==> src/acf_defines.vh <==
// Register map, field positions and timing constants of the converter block
`ifndef ACF_DEFINES_VH
`define ACF_DEFINES_VH
`define ACF_OFF_CLKCTL 12'h000
`define ACF_OFF_RESHI 12'h004
`define ACF_OFF_RESLO 12'h008
`define ACF_OFF_FORMAT 12'h00C
`define ACF_OFF_STATUS 12'h010
`define ACF_CLKCTL_RESET 8'h00
`define ACF_SEL_LSB 4
`define ACF_SEL_MSB 6
`define ACF_CLKCTL_MASK 8'h70
`define ACF_OSC_HZ 25000000
`define ACF_RC_MAX_HZ 500000
`define ACF_RC_DIV ((`ACF_OSC_HZ + `ACF_RC_MAX_HZ - 1) / `ACF_RC_MAX_HZ)
`define ACF_RESP_OKAY 2'b00
`define ACF_RESP_SLVERR 2'b10
`endif

==> src/acf_adc_regs.v <==
// Converter clock select and result format register block
// Operation
// [RULE1] Select field codes 000,001,010,100,101,110 give osc/2,/8,/32,/4,/16,/64
// [RULE2] Select codes with both low bits set clock from internal RC, max 500 kHz
// [RULE3] Clock control bits 7 and 3..0 read zero; select lives in 6..4
// [RULE4] Left justified: high register holds result bits 9..2
// [RULE5] Left justified: low register bits 7..6 hold result bits 1..0
// [RULE6] Right justified: high register bits 1..0 hold result bits 9..8
// [RULE7] Right justified: low register holds result bits 7..0
// [RULE8] Both result registers load together at conversion end, current format
//
// Design decisions made here: the placing of the registers and register access over AXI4-Lite.
`timescale 1ns/1ns
`default_nettype none
`include "acf_defines.vh"
module acf_adc_regs (
  input wire clk,
  input wire reset,
  input wire [11:0] s_axi_awaddr,
  input wire s_axi_awvalid,
  output reg s_axi_awready,
  input wire [31:0] s_axi_wdata,
  input wire [3:0] s_axi_wstrb,
  input wire s_axi_wvalid,
  output reg s_axi_wready,
  output reg [1:0] s_axi_bresp,
  output reg s_axi_bvalid,
  input wire s_axi_bready,
  input wire [11:0] s_axi_araddr,
  input wire s_axi_arvalid,
  output reg s_axi_arready,
  output reg [31:0] s_axi_rdata,
  output reg [1:0] s_axi_rresp,
  output reg s_axi_rvalid,
  input wire s_axi_rready,
  input wire convDone,
  input wire [9:0] convResult,
  output reg convClk,
  output reg convClkIsRc
);
  ////////////////////////////////////////////////////////////////////////////
  reg [2:0] clkSel_q;
  reg format_q;
  reg loaded_q;
  reg [11:0] awAddr_q;
  reg [31:0] wData_q;
  reg [3:0] wStrb_q;
  reg awHave_q;
  reg wHave_q;
  reg [11:0] arAddr_q;
  reg rdPend_q;
  reg [5:0] divCnt_q;
  reg [5:0] rcCnt_q;
  reg rcClk_q;
  wire [7:0] storeRd;
  wire [7:0] resHigh;
  wire [7:0] resLow;
  wire doWrite;
  wire [11:0] wa;
  wire [11:0] ra;
  wire [7:0] clkCtlRd;
  wire storeWr;
  reg [5:0] halfDiv;
  localparam [31:0] RC_HALF = `ACF_RC_DIV / 2 - 1;
  wire [5:0] rcHalf;
  wire [7:0] clkCtlReset;

  function mapped;
    input [11:0] a;
    begin
      mapped = (a == `ACF_OFF_CLKCTL) || (a == `ACF_OFF_RESHI) ||
        (a == `ACF_OFF_RESLO) || (a == `ACF_OFF_FORMAT) ||
        (a == `ACF_OFF_STATUS);
    end
  endfunction

  ////////////////////////////////////////////////////////////////////////////
  // Justification
  assign resHigh = format_q ? {6'h00, convResult[9:8]} // [RULE6]
                            : convResult[9:2]; // [RULE4]
  assign resLow = format_q ? convResult[7:0] // [RULE7]
                           : {convResult[1:0], 6'h00}; // [RULE5]
  assign clkCtlRd = {1'b0, clkSel_q, 4'h0}; // [RULE3]
  assign rcHalf = RC_HALF[5:0];
  assign clkCtlReset = `ACF_CLKCTL_RESET;

  ////////////////////////////////////////////////////////////////////////////
  // AXI4-Lite write path: address and data taken in either order
  assign wa = awHave_q ? awAddr_q : s_axi_awaddr;
  assign doWrite = awHave_q && wHave_q && !s_axi_bvalid;
  assign storeWr = doWrite && wStrb_q[0] &&
    ((awAddr_q == `ACF_OFF_RESHI) || (awAddr_q == `ACF_OFF_RESLO));
  assign ra = arAddr_q;

  always @(posedge clk) begin
    if (reset) begin
      s_axi_awready <= 1'b0;
      s_axi_wready <= 1'b0;
      s_axi_bvalid <= 1'b0;
      s_axi_bresp <= `ACF_RESP_OKAY;
      awHave_q <= 1'b0;
      wHave_q <= 1'b0;
      awAddr_q <= 12'h000;
      wData_q <= 32'h0000_0000;
      wStrb_q <= 4'h0;
      clkSel_q <= clkCtlReset[`ACF_SEL_MSB:`ACF_SEL_LSB];
      format_q <= 1'b0;
    end else begin
      // Held low while a response waits, so a slow bready blocks new writes
      s_axi_awready <= !awHave_q && !s_axi_awready && !s_axi_bvalid;
      s_axi_wready <= !wHave_q && !s_axi_wready && !s_axi_bvalid;
      if (s_axi_awvalid && s_axi_awready) begin
        awHave_q <= 1'b1;
        awAddr_q <= {wa[11:2], 2'b00};
      end
      if (s_axi_wvalid && s_axi_wready) begin
        wHave_q <= 1'b1;
        wData_q <= s_axi_wdata;
        wStrb_q <= s_axi_wstrb;
      end
      if (doWrite) begin
        awHave_q <= 1'b0;
        wHave_q <= 1'b0;
        s_axi_bvalid <= 1'b1;
        s_axi_bresp <= mapped(awAddr_q) ? `ACF_RESP_OKAY : `ACF_RESP_SLVERR;
        if (wStrb_q[0] && awAddr_q == `ACF_OFF_CLKCTL)
          clkSel_q <= wData_q[`ACF_SEL_MSB:`ACF_SEL_LSB]; // [RULE3]
        if (wStrb_q[0] && awAddr_q == `ACF_OFF_FORMAT)
          format_q <= wData_q[0];
      end else if (s_axi_bvalid && s_axi_bready) begin
        s_axi_bvalid <= 1'b0;
      end
    end
  end

  ////////////////////////////////////////////////////////////////////////////
  // Result store: conversion load beats a software write in the same cycle
  acf_result_store uStore (
    .clk(clk),
    .wrEn(storeWr),
    .wrSel(awAddr_q == `ACF_OFF_RESHI),
    .wrData(wData_q[7:0]),
    .loadEn(convDone), // [RULE8]
    .loadHigh(resHigh),
    .loadLow(resLow),
    .rdSel(s_axi_araddr[11:2] == `ACF_OFF_RESHI >> 2),
    .rdData(storeRd)
  );

  always @(posedge clk) begin
    if (reset)
      loaded_q <= 1'b0;
    else if (convDone)
      loaded_q <= 1'b1;
  end

  ////////////////////////////////////////////////////////////////////////////
  // AXI4-Lite read path: address taken, store read registered, data next
  always @(posedge clk) begin
    if (reset) begin
      s_axi_arready <= 1'b0;
      s_axi_rvalid <= 1'b0;
      s_axi_rdata <= 32'h0000_0000;
      s_axi_rresp <= `ACF_RESP_OKAY;
      arAddr_q <= 12'h000;
      rdPend_q <= 1'b0;
    end else begin
      s_axi_arready <= !rdPend_q && !s_axi_rvalid && !s_axi_arready;
      if (s_axi_arvalid && s_axi_arready) begin
        arAddr_q <= {s_axi_araddr[11:2], 2'b00};
        rdPend_q <= 1'b1;
      end
      if (rdPend_q) begin
        rdPend_q <= 1'b0;
        s_axi_rvalid <= 1'b1;
        s_axi_rresp <= mapped(ra) ? `ACF_RESP_OKAY : `ACF_RESP_SLVERR;
        case (ra)
          `ACF_OFF_CLKCTL: s_axi_rdata <= {24'h00_0000, clkCtlRd};
          `ACF_OFF_RESHI: s_axi_rdata <= {24'h00_0000, storeRd};
          `ACF_OFF_RESLO: s_axi_rdata <= {24'h00_0000, storeRd};
          `ACF_OFF_FORMAT: s_axi_rdata <= {31'h0000_0000, format_q};
          `ACF_OFF_STATUS: s_axi_rdata <= {30'h0000_0000, loaded_q,
                                           convClkIsRc};
          default: s_axi_rdata <= 32'h0000_0000;
        endcase
      end else if (s_axi_rvalid && s_axi_rready) begin
        s_axi_rvalid <= 1'b0;
      end
    end
  end

  ////////////////////////////////////////////////////////////////////////////
  // Conversion clock; divide-by-2 at 25 MHz needs a toggle every edge
  always @* begin
    case (clkSel_q)
      3'b000: halfDiv = 6'd1; // [RULE1]
      3'b001: halfDiv = 6'd4; // [RULE1]
      3'b010: halfDiv = 6'd16; // [RULE1]
      3'b100: halfDiv = 6'd2; // [RULE1]
      3'b101: halfDiv = 6'd8; // [RULE1]
      3'b110: halfDiv = 6'd32; // [RULE1]
      default: halfDiv = 6'd1;
    endcase
  end

  // RC stand-in: divided so it never exceeds the 500 kHz ceiling
  always @(posedge clk) begin
    if (reset) begin
      rcCnt_q <= 6'd0;
      rcClk_q <= 1'b0;
    end else if (rcCnt_q == rcHalf) begin
      rcCnt_q <= 6'd0;
      rcClk_q <= !rcClk_q;
    end else begin
      rcCnt_q <= rcCnt_q + 6'd1;
    end
  end

  always @(posedge clk) begin
    if (reset) begin
      divCnt_q <= 6'd0;
      convClk <= 1'b0;
      convClkIsRc <= 1'b0;
    end else begin
      convClkIsRc <= (clkSel_q[1:0] == 2'b11); // [RULE2]
      if (clkSel_q[1:0] == 2'b11) begin
        divCnt_q <= 6'd0;
        convClk <= rcClk_q; // [RULE2]
      end else if (divCnt_q >= halfDiv - 6'd1) begin
        divCnt_q <= 6'd0;
        convClk <= !convClk; // [RULE1]
      end else begin
        divCnt_q <= divCnt_q + 6'd1;
      end
    end
  end
endmodule // acf_adc_regs
`default_nettype wire

==> src/acf_result_store.v <==
// Result register pair, loaded together and read out through a register
`timescale 1ns/1ns
`default_nettype none
module acf_result_store (
  input wire clk,
  input wire wrEn,
  input wire wrSel,
  input wire [7:0] wrData,
  input wire loadEn,
  input wire [7:0] loadHigh,
  input wire [7:0] loadLow,
  input wire rdSel,
  output reg [7:0] rdData
);
  reg [7:0] mem [0:1];
  // No reset: contents stay undefined until loaded by a conversion or a software write
  always @(posedge clk) begin
    if (loadEn) begin
      mem[1] <= loadHigh;
      mem[0] <= loadLow;
    end else if (wrEn) begin
      mem[wrSel] <= wrData;
    end
    rdData <= mem[rdSel];
  end
endmodule // acf_result_store
`default_nettype wire
==> config.mk <==
export PLATFORM = sky130hd
export DESIGN_NAME = acf_adc_regs
export DESIGN_NICKNAME = d
export VERILOG_FILES = /design/src/acf_adc_regs.v /design/src/acf_result_store.v
export VERILOG_INCLUDE_DIRS = /design/src /design/src/src
export SDC_FILE = /design/constraint.sdc
export NUM_CORES = 1
export LEC_CHECK = 0
export BUFFER_PORTS_ARGS = -buffer_cell sky130_fd_sc_hd__buf_2
export CAP_MARGIN = 20
export CORE_MARGIN = 2
export CORE_UTILIZATION = 47
export CTS_CLUSTER_SIZE = 14
export DETAILED_ROUTE_END_ITERATION = 10
export MAX_ROUTING_LAYER = met4
export PLACE_DENSITY = 0.77
export SYNTH_ARGS = -nofsm -noshare
export SYNTH_HDL_FRONTEND = slang
export SYNTH_SLANG_ARGS = --single-unit
export TNS_END_PERCENT = 50
==> constraint.sdc <==
create_clock -name clk -period 2.72 [get_ports clk]
set_clock_uncertainty 0.15 [all_clocks]
set_input_delay 0.272 -clock clk [delete_from_list [all_inputs] [get_ports clk]]
set_output_delay 0.272 -clock clk [all_outputs]
set_load 0.01 [all_outputs]
Word level (Yosys, flattened, before mapping)
Memories as Yosys holds them, arrays and structs flattened. A register that Yosys moved wholly into a read port is not among the register bits. Cells that the tools add are included.

RAM bits: 16. Memories kept: 1. Flip-flop bits (word level): 93. Logic and storage cells: 116.

Memory list: uStore.mem (words 2, width 8, read ports 1, clocked after memory_dff 1, wr ports 2, RTL line acf_result_store.v:15) `reg [7:0] mem [0:1];`.

Eq/ne operators: 16. Reduce and logical (&&, ||, !) cells: 50. Multiplexer cells: 21. $lt $le $gt $ge: 1. Bitwise operators: 1. Add/sub/neg operators: 3.

Operators by type and width (number): $eq 10x2->1 const B (4); $pmux 8 s4 (1); $eq 10x1->1 const B (3); $pmux 6 s5 (1); $logic_not 12->1 (2); $mux 8 (3); $eq 10x3->1 const B (2); $logic_and 1x1->1 (17); $mux 1 (14); $add 6x1->6 const B (2); $logic_not 1->1 (10); $eq 3x3->1 const B (3); $logic_or 1x1->1 (9); $reduce_or 2->1 (4); $reduce_or 8->1 (1); $eq 6x5->1 const B (1); $ge 6x6->1 (1); $reduce_and 2->1 (3); $reduce_bool 2->1 (3); $sub 6x1->6 const B (1); $mux 2 (2); $eq 3x1->1 const B (1); $eq 3x2->1 const B (1); $reduce_or 3->1 (1); other kinds (2) (2).

Depth between registers and ports, before layout
Gate-level depths: netlist of the first run.

Word-level depth: 9. Gate-level depth with buffers: 7. Mapped depth without buffers: 7.

By module
From an unflattened synthesis of the first run, not the netlist that was laid out.

Cells, all modules: 439. Area, all modules: 4113.9 sq um.

By module, submodules not included: acf_adc_regs (cells an instance 385, instances 1, area an instance 3148.0 sq um, sequential area each 1341.3 sq um); acf_result_store (cells an instance 54, instances 1, area an instance 965.9 sq um, sequential area each 640.6 sq um).

Worst setup path after synthesis of the first run
OpenSTA, ideal clock, no wires.

Kind: flip-flop to flip-flop. Start point: register s_axi_bvalid. End point: memory uStore.mem[0][6] (data pin). Arrival: 1584 ps. Path slack: 724 ps. Buffers on the path: 1. Library setup time: 262 ps. Stages on the path, launching flop included: 6. Cell sequence: dfxtp_1 and3b_1 nand4_2 nor4b_1 buf_4 mux2_1.

RTL lines: start: declaration (RTL line acf_adc_regs.v:27) `output reg s_axi_bvalid,`; start signal: assignment (RTL line acf_adc_regs.v:99) `s_axi_bvalid <= 1'b0;`; start signal: assignment (RTL line acf_adc_regs.v:124) `s_axi_bvalid <= 1'b1;`; start signal: assignment (RTL line acf_adc_regs.v:131) `s_axi_bvalid <= 1'b0;`; end: declaration (RTL line acf_result_store.v:15).

==> results.txt, run 1 <==
Layout Area Growth over Synthesis -> 12.4%
Die ar. -> 9510 sq um
Async S/R FF share, synth -> 0
met3 Track Usage GR -> 0.0374
gr busiest metal -> met2
vias in the first global route -> 2,910
Worst Setup SP -> s_axi_bvalid
die height -> 97.5 um
H-tree levels -> 3
Static Leak -> 1.86 nW
RSZ-0062 raised after global routing -> false
root buf cell -> clkbuf_8
Initial DRT Pass Iterations -> 4
final-layout fill cell count -> 777
Setup Fix Bufs, Post-CTS -> 0
clock buffer depth -> 2
clk slew on worst S/H paths -> 0.08 ns
detailed placement HPWL -> 5680 um
Final setup viols -> 0
TritonCTS buffer count -> 9
reg2reg path depth -> 4
initial antenna violation count -> 0
Worst EP required -> 2.61 ns
Worst R2R End -> uStore.mem[1][7]
WHS Path Cells -> 3
Seq cells post-synth -> 91
r2r startpoint -> s_axi_bvalid
cell count after synthesis -> 445
minimum clock period -> 2.17 ns
Post-CTS Resized -> 0
crit-path max FO -> 8
average vias per placed instance -> 4.87
Nets -> 590
IO buf count -> 63
total track usage -> 0.169
worst slew pin tran -> 0.771 ns
post-synth cell types -> 42
M2 GR Usage -> 0.276
Clk Latency, worst-skew pair -> 0.34 ns
CTS tree -> built
WHS Endpoint -> awAddr_q[8]
Sink Count -> 91
most common library cell in the layout ignoring fill and taps -> dfxtp_1
diode count -> 0
Synthesis Warnings -> 0
sequential share of the synthesized area -> 0.482
max-slew violation count -> 0
Synth Flop Type -> dfxtp_1
drt initial violations -> 91
detailed-route wire length -> 7550 um
endpoints failing hold -> 0
largest net degree at the start of global routing -> 46
Critical Path End Type -> flop
total power -> 2.59 mW
max_slew headroom -> 0.486
Peak VDD IR -> 0.247 mV
CP Launch Type -> flop
DR WL/cell -> 12.3 um
DR DRC count -> 0
Worst EP arrival -> 2.05 ns
I/O pins -> 121
Setup Crit Path Kind -> reg -> reg
core footprint -> 8590 sq um
syn_area_per_cell -> 9.23 sq um
Fmax achieved -> 462 MHz
starting density of the core -> 0.478
worst reg2reg setup slack -> 0.55 ns
number of synthesized flops with an enable pin -> 16
Die Wd -> 97.5 um
commonest cells after routing, fill and taps aside -> dfxtp_1 (75), nand2_1 (74), buf_2 (63), a21oi_1 (43), nor2_1 (33)
setup TNS -> 0 ns
post-synthesis cell area -> 4110 sq um
worst hold path class -> in -> reg
hold wc startpoint -> s_axi_awaddr[8]
final clock period utilization by the worst path -> 0.796
DRT antenna net count -> 0
first-pass GRT wire length -> 13,000 um
row count -> 34
layout cells sized above 1 -> 0.209
met1 Use GR -> 0.208
power density over the cells -> 560 nW/um^2
run status -> complete, no violations
area of the multi-input gates -> 1900 sq um
Routability Congestion -> 0.859
cts hold-fix bufs -> 0
max cap viols -> 0
GRT overflow -> 0
Seq. cell area -> 1980 sq um
routed via count -> 2,999
cells by family after synthesis:
kind of cell	share of synthesized area
adders and majority gates	0.0274
muxes	0.0923
AOI/OAI and AO/OA	0.0877
buffers and inverters	0.0822
other	0.00183
DFF	0.482
and+or+nand+nor	0.207
xor gates and xnor gates	0.0192
sequential cells by signal, indices dropped and copies added (netlist names), 3 cells and up:
| register | count |
|---|---|
| awAddr_q | 10 |
| wData_q | 8 |
| uStore.rdData | 8 |
| s_axi_rdata | 8 |
| divCnt_q | 6 |
| rcCnt_q | 6 |
| clkSel_q | 3 |
| arAddr_q | 10 |
| uStore.mem | 16 |
synthesized netlist by cell type, types with 3 or more instances:
cell       number  share of area
nand2b_1       16          0.024
xor2_1          4         0.0085
clkbuf_1       17          0.016
nor2_1         33          0.030
xnor2_1         5          0.011
dfxtp_1        75           0.37
nor3_1          5         0.0061
o2bb2ai_1       3         0.0064
o21ai_0         6         0.0073
mux2i_1        21          0.051
mux2_1          4          0.011
a21oi_1        43          0.052
mux2_2         11          0.030
nor4b_1         4         0.0085
inv_1          17          0.016
nor4_1          4         0.0061
nor2b_1        10          0.015
nand2_1        74          0.068
nand3_1        10          0.012
ha_1            9          0.027
or2_2           5         0.0076
buf_4          28          0.051
edfxtp_1       16           0.12
metrics by stage:
stage | util | hold WS, ns | setup WS, ns | instances | instance area (sq um)
2_1_floorplan | - | 0.238 | 0.724 | 470 | 4200
3_3_place_gp | 0.515 | 0.278 | 0.622 | 600 | 4420
3_5_place_dp | 0.515 | 0.286 | 0.550 | 600 | 4420
4_1_cts | 0.537 | 0.00271 | 0.536 | 616 | 4620
5_1_grt | 0.537 | 0.00856 | 0.341 | 616 | 4620
6_report | 0.537 | 0.0109 | 0.554 | 616 | 4620
how the worst max path moves through the flow:
stage / endpoint / cells after the start
floorplan: uStore.mem[0][6] / 5
global placement: uStore.mem[1][3] / 4
detailed placement: uStore.mem[1][3] / 4
CTS: uStore.mem[1][0] / 4
global route: uStore.mem[1][0] / 4
finish: uStore.mem[1][7] / 4
worst max-delay path, stage by stage (launching register included):
cell and delay (ns):
dfxtp_1 0.35, and3b_1 0.34, nand4_2 0.21, nor4b_2 0.48, or2_2 0.33
power by group:
| group | internal, mW | total, mW | leakage [nW] | switching [mW] |
|---|---|---|---|---|
| combinational | 0.0937 | 0.221 | 0.996 | 0.127 |
| clock | 0.451 | 0.904 | 0.0966 | 0.453 |
| sequential | 1.42 | 1.46 | 0.772 | 0.0365 |
area by class of cell:
class / instances / area share
flip-flops and latches: 91 / 0.429
repair buffers: 67 / 0.0748
multi-input cells: 317 / 0.410
well taps: 108 / 0.0293
inverters: 17 / 0.0138
clock buffers: 12 / 0.0314
clock inverters: 4 / 0.0111
layer usage:
metal,part of all wire,wire length (um)
met2,0.48,3630
met1,0.46,3470
met3,0.047,354
met5,0,0
met4,0.012,88
Power figures use the tool's default switching activity.
==> run 2, diff against run 1 <==
clock period = 2.08 ns   (was 2.72 ns; I/O delays follow)
==> results.txt, run 2 (synthesis results as in run 1) <==
pre-CTS setup slack -> 0.0724 ns (-0.478 ns)
Stages on worst setup path -> 5 (+1)
worst slew pin tran -> 0.829 ns (+0.0584 ns)
Worst path max stage delay -> 0.35 ns (-0.13 ns)
Final setup viols -> 0 (unchanged)
met1 Use GR -> 0.213 (+0.00503)
critical path's top delay family -> simple AND/OR/NAND/NOR gates
setup TNS -> 0 ns (unchanged)
biggest regs -> uStore.mem x16, arAddr_q x10, awAddr_q x10
core footprint -> 8590 sq um (unchanged)
CP max-delay cell -> dfxtp_2
TritonCTS buffer count -> 9 (unchanged)
H-tree levels -> 3 (unchanged)
IO buf count -> 63 (unchanged)
clock buffer depth -> 2 (unchanged)
Fmax achieved -> 498 MHz (+7.8%)
worst hold path class -> in -> reg
Die Wd -> 97.5 um (unchanged)
worst path buffer plus inverter count -> 1 (+1)
Worst Setup SP -> awAddr_q[11]
Setup Crit Path Kind -> reg -> reg
Top reg by flops -> uStore.mem
CP Launch Type -> flop
area of the multi-input gates -> 1950 sq um (+3.0%)
Layout Area Growth over Synthesis -> 22.9%
M2 GR Usage -> 0.328 (+0.0520)
routed via count -> 3,205 (+6.9%)
drt initial violations -> 116 (+27%)
row count -> 34 (unchanged)
most numerous cell on the critical path -> nor4b_4
final clock period utilization by the worst path -> 0.966 (+0.170)
Critical Path End Type -> flop
root buf cell -> clkbuf_8
ordered cell list for the critical path -> nor4b_4, nand4_4, nor4b_4, buf_4, mux2_1
largest net degree at the start of global routing -> 49 (+6.5%)
Peak VDD IR -> 0.482 mV (+95%)
gr busiest metal -> met2
Die ar. -> 9510 sq um (unchanged)
DR DRC count -> 0 (unchanged)
die height -> 97.5 um (unchanged)
Static Leak -> 2.02 nW (+8.5%)
total track usage -> 0.189 (+0.0200)
DR WL/cell -> 13.1 um (+6.6%)
vias in the first global route -> 3,211 (+10%)
endpoints failing hold -> 0 (unchanged)
Worst EP required -> 2.03 ns (-0.58 ns)
worst reg2reg setup slack -> 0.07 ns (-0.48 ns)
max reg flops -> 16 (unchanged)
reg2reg path depth -> 5 (+1)
GRT overflow -> 0 (unchanged)
Sink Count -> 91 (unchanged)
Nets -> 629 (+6.6%)
RSZ-0062 raised after global routing -> true
final-layout fill cell count -> 708 (-8.9%)
met3 Track Usage GR -> 0.0511 (+0.0137)
commonest cells after routing, fill and taps aside -> nand2_1 (74), dfxtp_1 (71), buf_2 (63), a21oi_1 (43), nor2_1 (33)
first-pass GRT wire length -> 14,400 um (+11%)
Worst R2R End -> uStore.mem[1][7]
average vias per placed instance -> 4.91 (+0.81%)
power density over the cells -> 681 nW/um^2 (+22%)
CTS tree -> built
max cap viols -> 0 (unchanged)
r2r startpoint -> awAddr_q[11]
run status -> complete, no violations
DRT antenna net count -> 0 (unchanged)
diode count -> 0 (unchanged)
clk slew on worst S/H paths -> 0.08 ns (about the same)
I/O pins -> 121 (unchanged)
max-slew violation count -> 0 (unchanged)
final worst slack -> 0.0700 ns (-0.484 ns)
max_slew headroom -> 0.447 (-0.0390)
layout cells sized above 1 -> 0.220 (+0.0115)
Initial DRT Pass Iterations -> 4 (unchanged)
Routability Congestion -> 0.854 (-0.66%)
starting density of the core -> 0.478 (unchanged)
Worst EP arrival -> 1.96 ns (-0.09 ns)
crit-path max FO -> 4 (-4)
Seq. cell area -> 1990 sq um (+0.25%)
minimum clock period -> 2.01 ns (-0.156 ns)
detailed-route wire length -> 8530 um (+13%)
most common library cell in the layout ignoring fill and taps -> nand2_1
initial antenna violation count -> 0 (unchanged)
Clk Latency, worst-skew pair -> 0.35 ns (about the same)
Worst setup endpoint -> uStore.mem[1][7]
detailed placement HPWL -> 5810 um (+2.3%)
## run 2: changes by cell type in the layout (fill, tap and decap cells not counted), sizes merged
| cell | delta |
|---|---|
| inv | +1 |
| clkinvlp | -1 |
| clkinv | -2 |
| dlygate4sd3 | +32 |
| buf | +7 |
## run 2: layout make-up
type                    instances  share of cell area
repair buffers                106               0.143
clock buffers                  12              0.0307
well taps                     108              0.0268
flip-flops and latches         91               0.393
inverters                      17              0.0126
multi-input cells             317               0.386
clock inverters                 2             0.00718
## run 2: routing by layer
layer / part of all wire / wire length (um)
met2: 0.51 / 4380
met5: 0 / 0
met3: 0.044 / 378
met4: 0.010 / 85
met1: 0.43 / 3680
## run 2: metrics by stage
stage | instances | total power, mW | hold WS [ns] | instance area, sq um | util
floorplan | 470 | 2.17 | 0.174 | 4200 | -
global route | 653 | 3.60 | 0.0820 | 5050 | 0.588
global placement | 606 | 2.23 | 0.278 | 4470 | 0.520
finish | 653 | 3.44 | 0.0747 | 5050 | 0.588
CTS | 652 | 3.46 | 0.0571 | 4980 | 0.579
detailed placement | 606 | 2.25 | 0.288 | 4470 | 0.520
## run 2: worst min path at each step
stage | start | endpoint | slack, ns | cells past startpoint
after global placement | s_axi_rvalid | s_axi_arready | 0.28 | 1
after detailed placement | s_axi_awready | s_axi_awready | 0.29 | 1
final | convResult[2] | uStore.mem[0][2] | 0.07 | 3
after CTS | convResult[2] | uStore.mem[0][2] | 0.06 | 3
after floorplan | convDone | loaded_q | 0.17 | 2
after global routing | convResult[1] | uStore.mem[0][1] | 0.08 | 3
## run 2: tightest hold or removal path, cell delays in order
cell	delay (ns)
buf_2	0.09
nand2_1	0.05
mux2i_1	0.11
## run 2: power breakdown
part | internal, mW | total, mW | switching, mW
combinational | 0.166 | 0.350 | 0.184
sequential | 1.86 | 1.92 | 0.0520
clock | 0.610 | 1.17 | 0.562
## run 2: timing repair
item,CTS,global route
buffers inserted,0,1
hold buffers,32,0
endpoints found under the setup margin,0,47
gates resized for setup,0,14
endpoints found under the hold margin,32,0
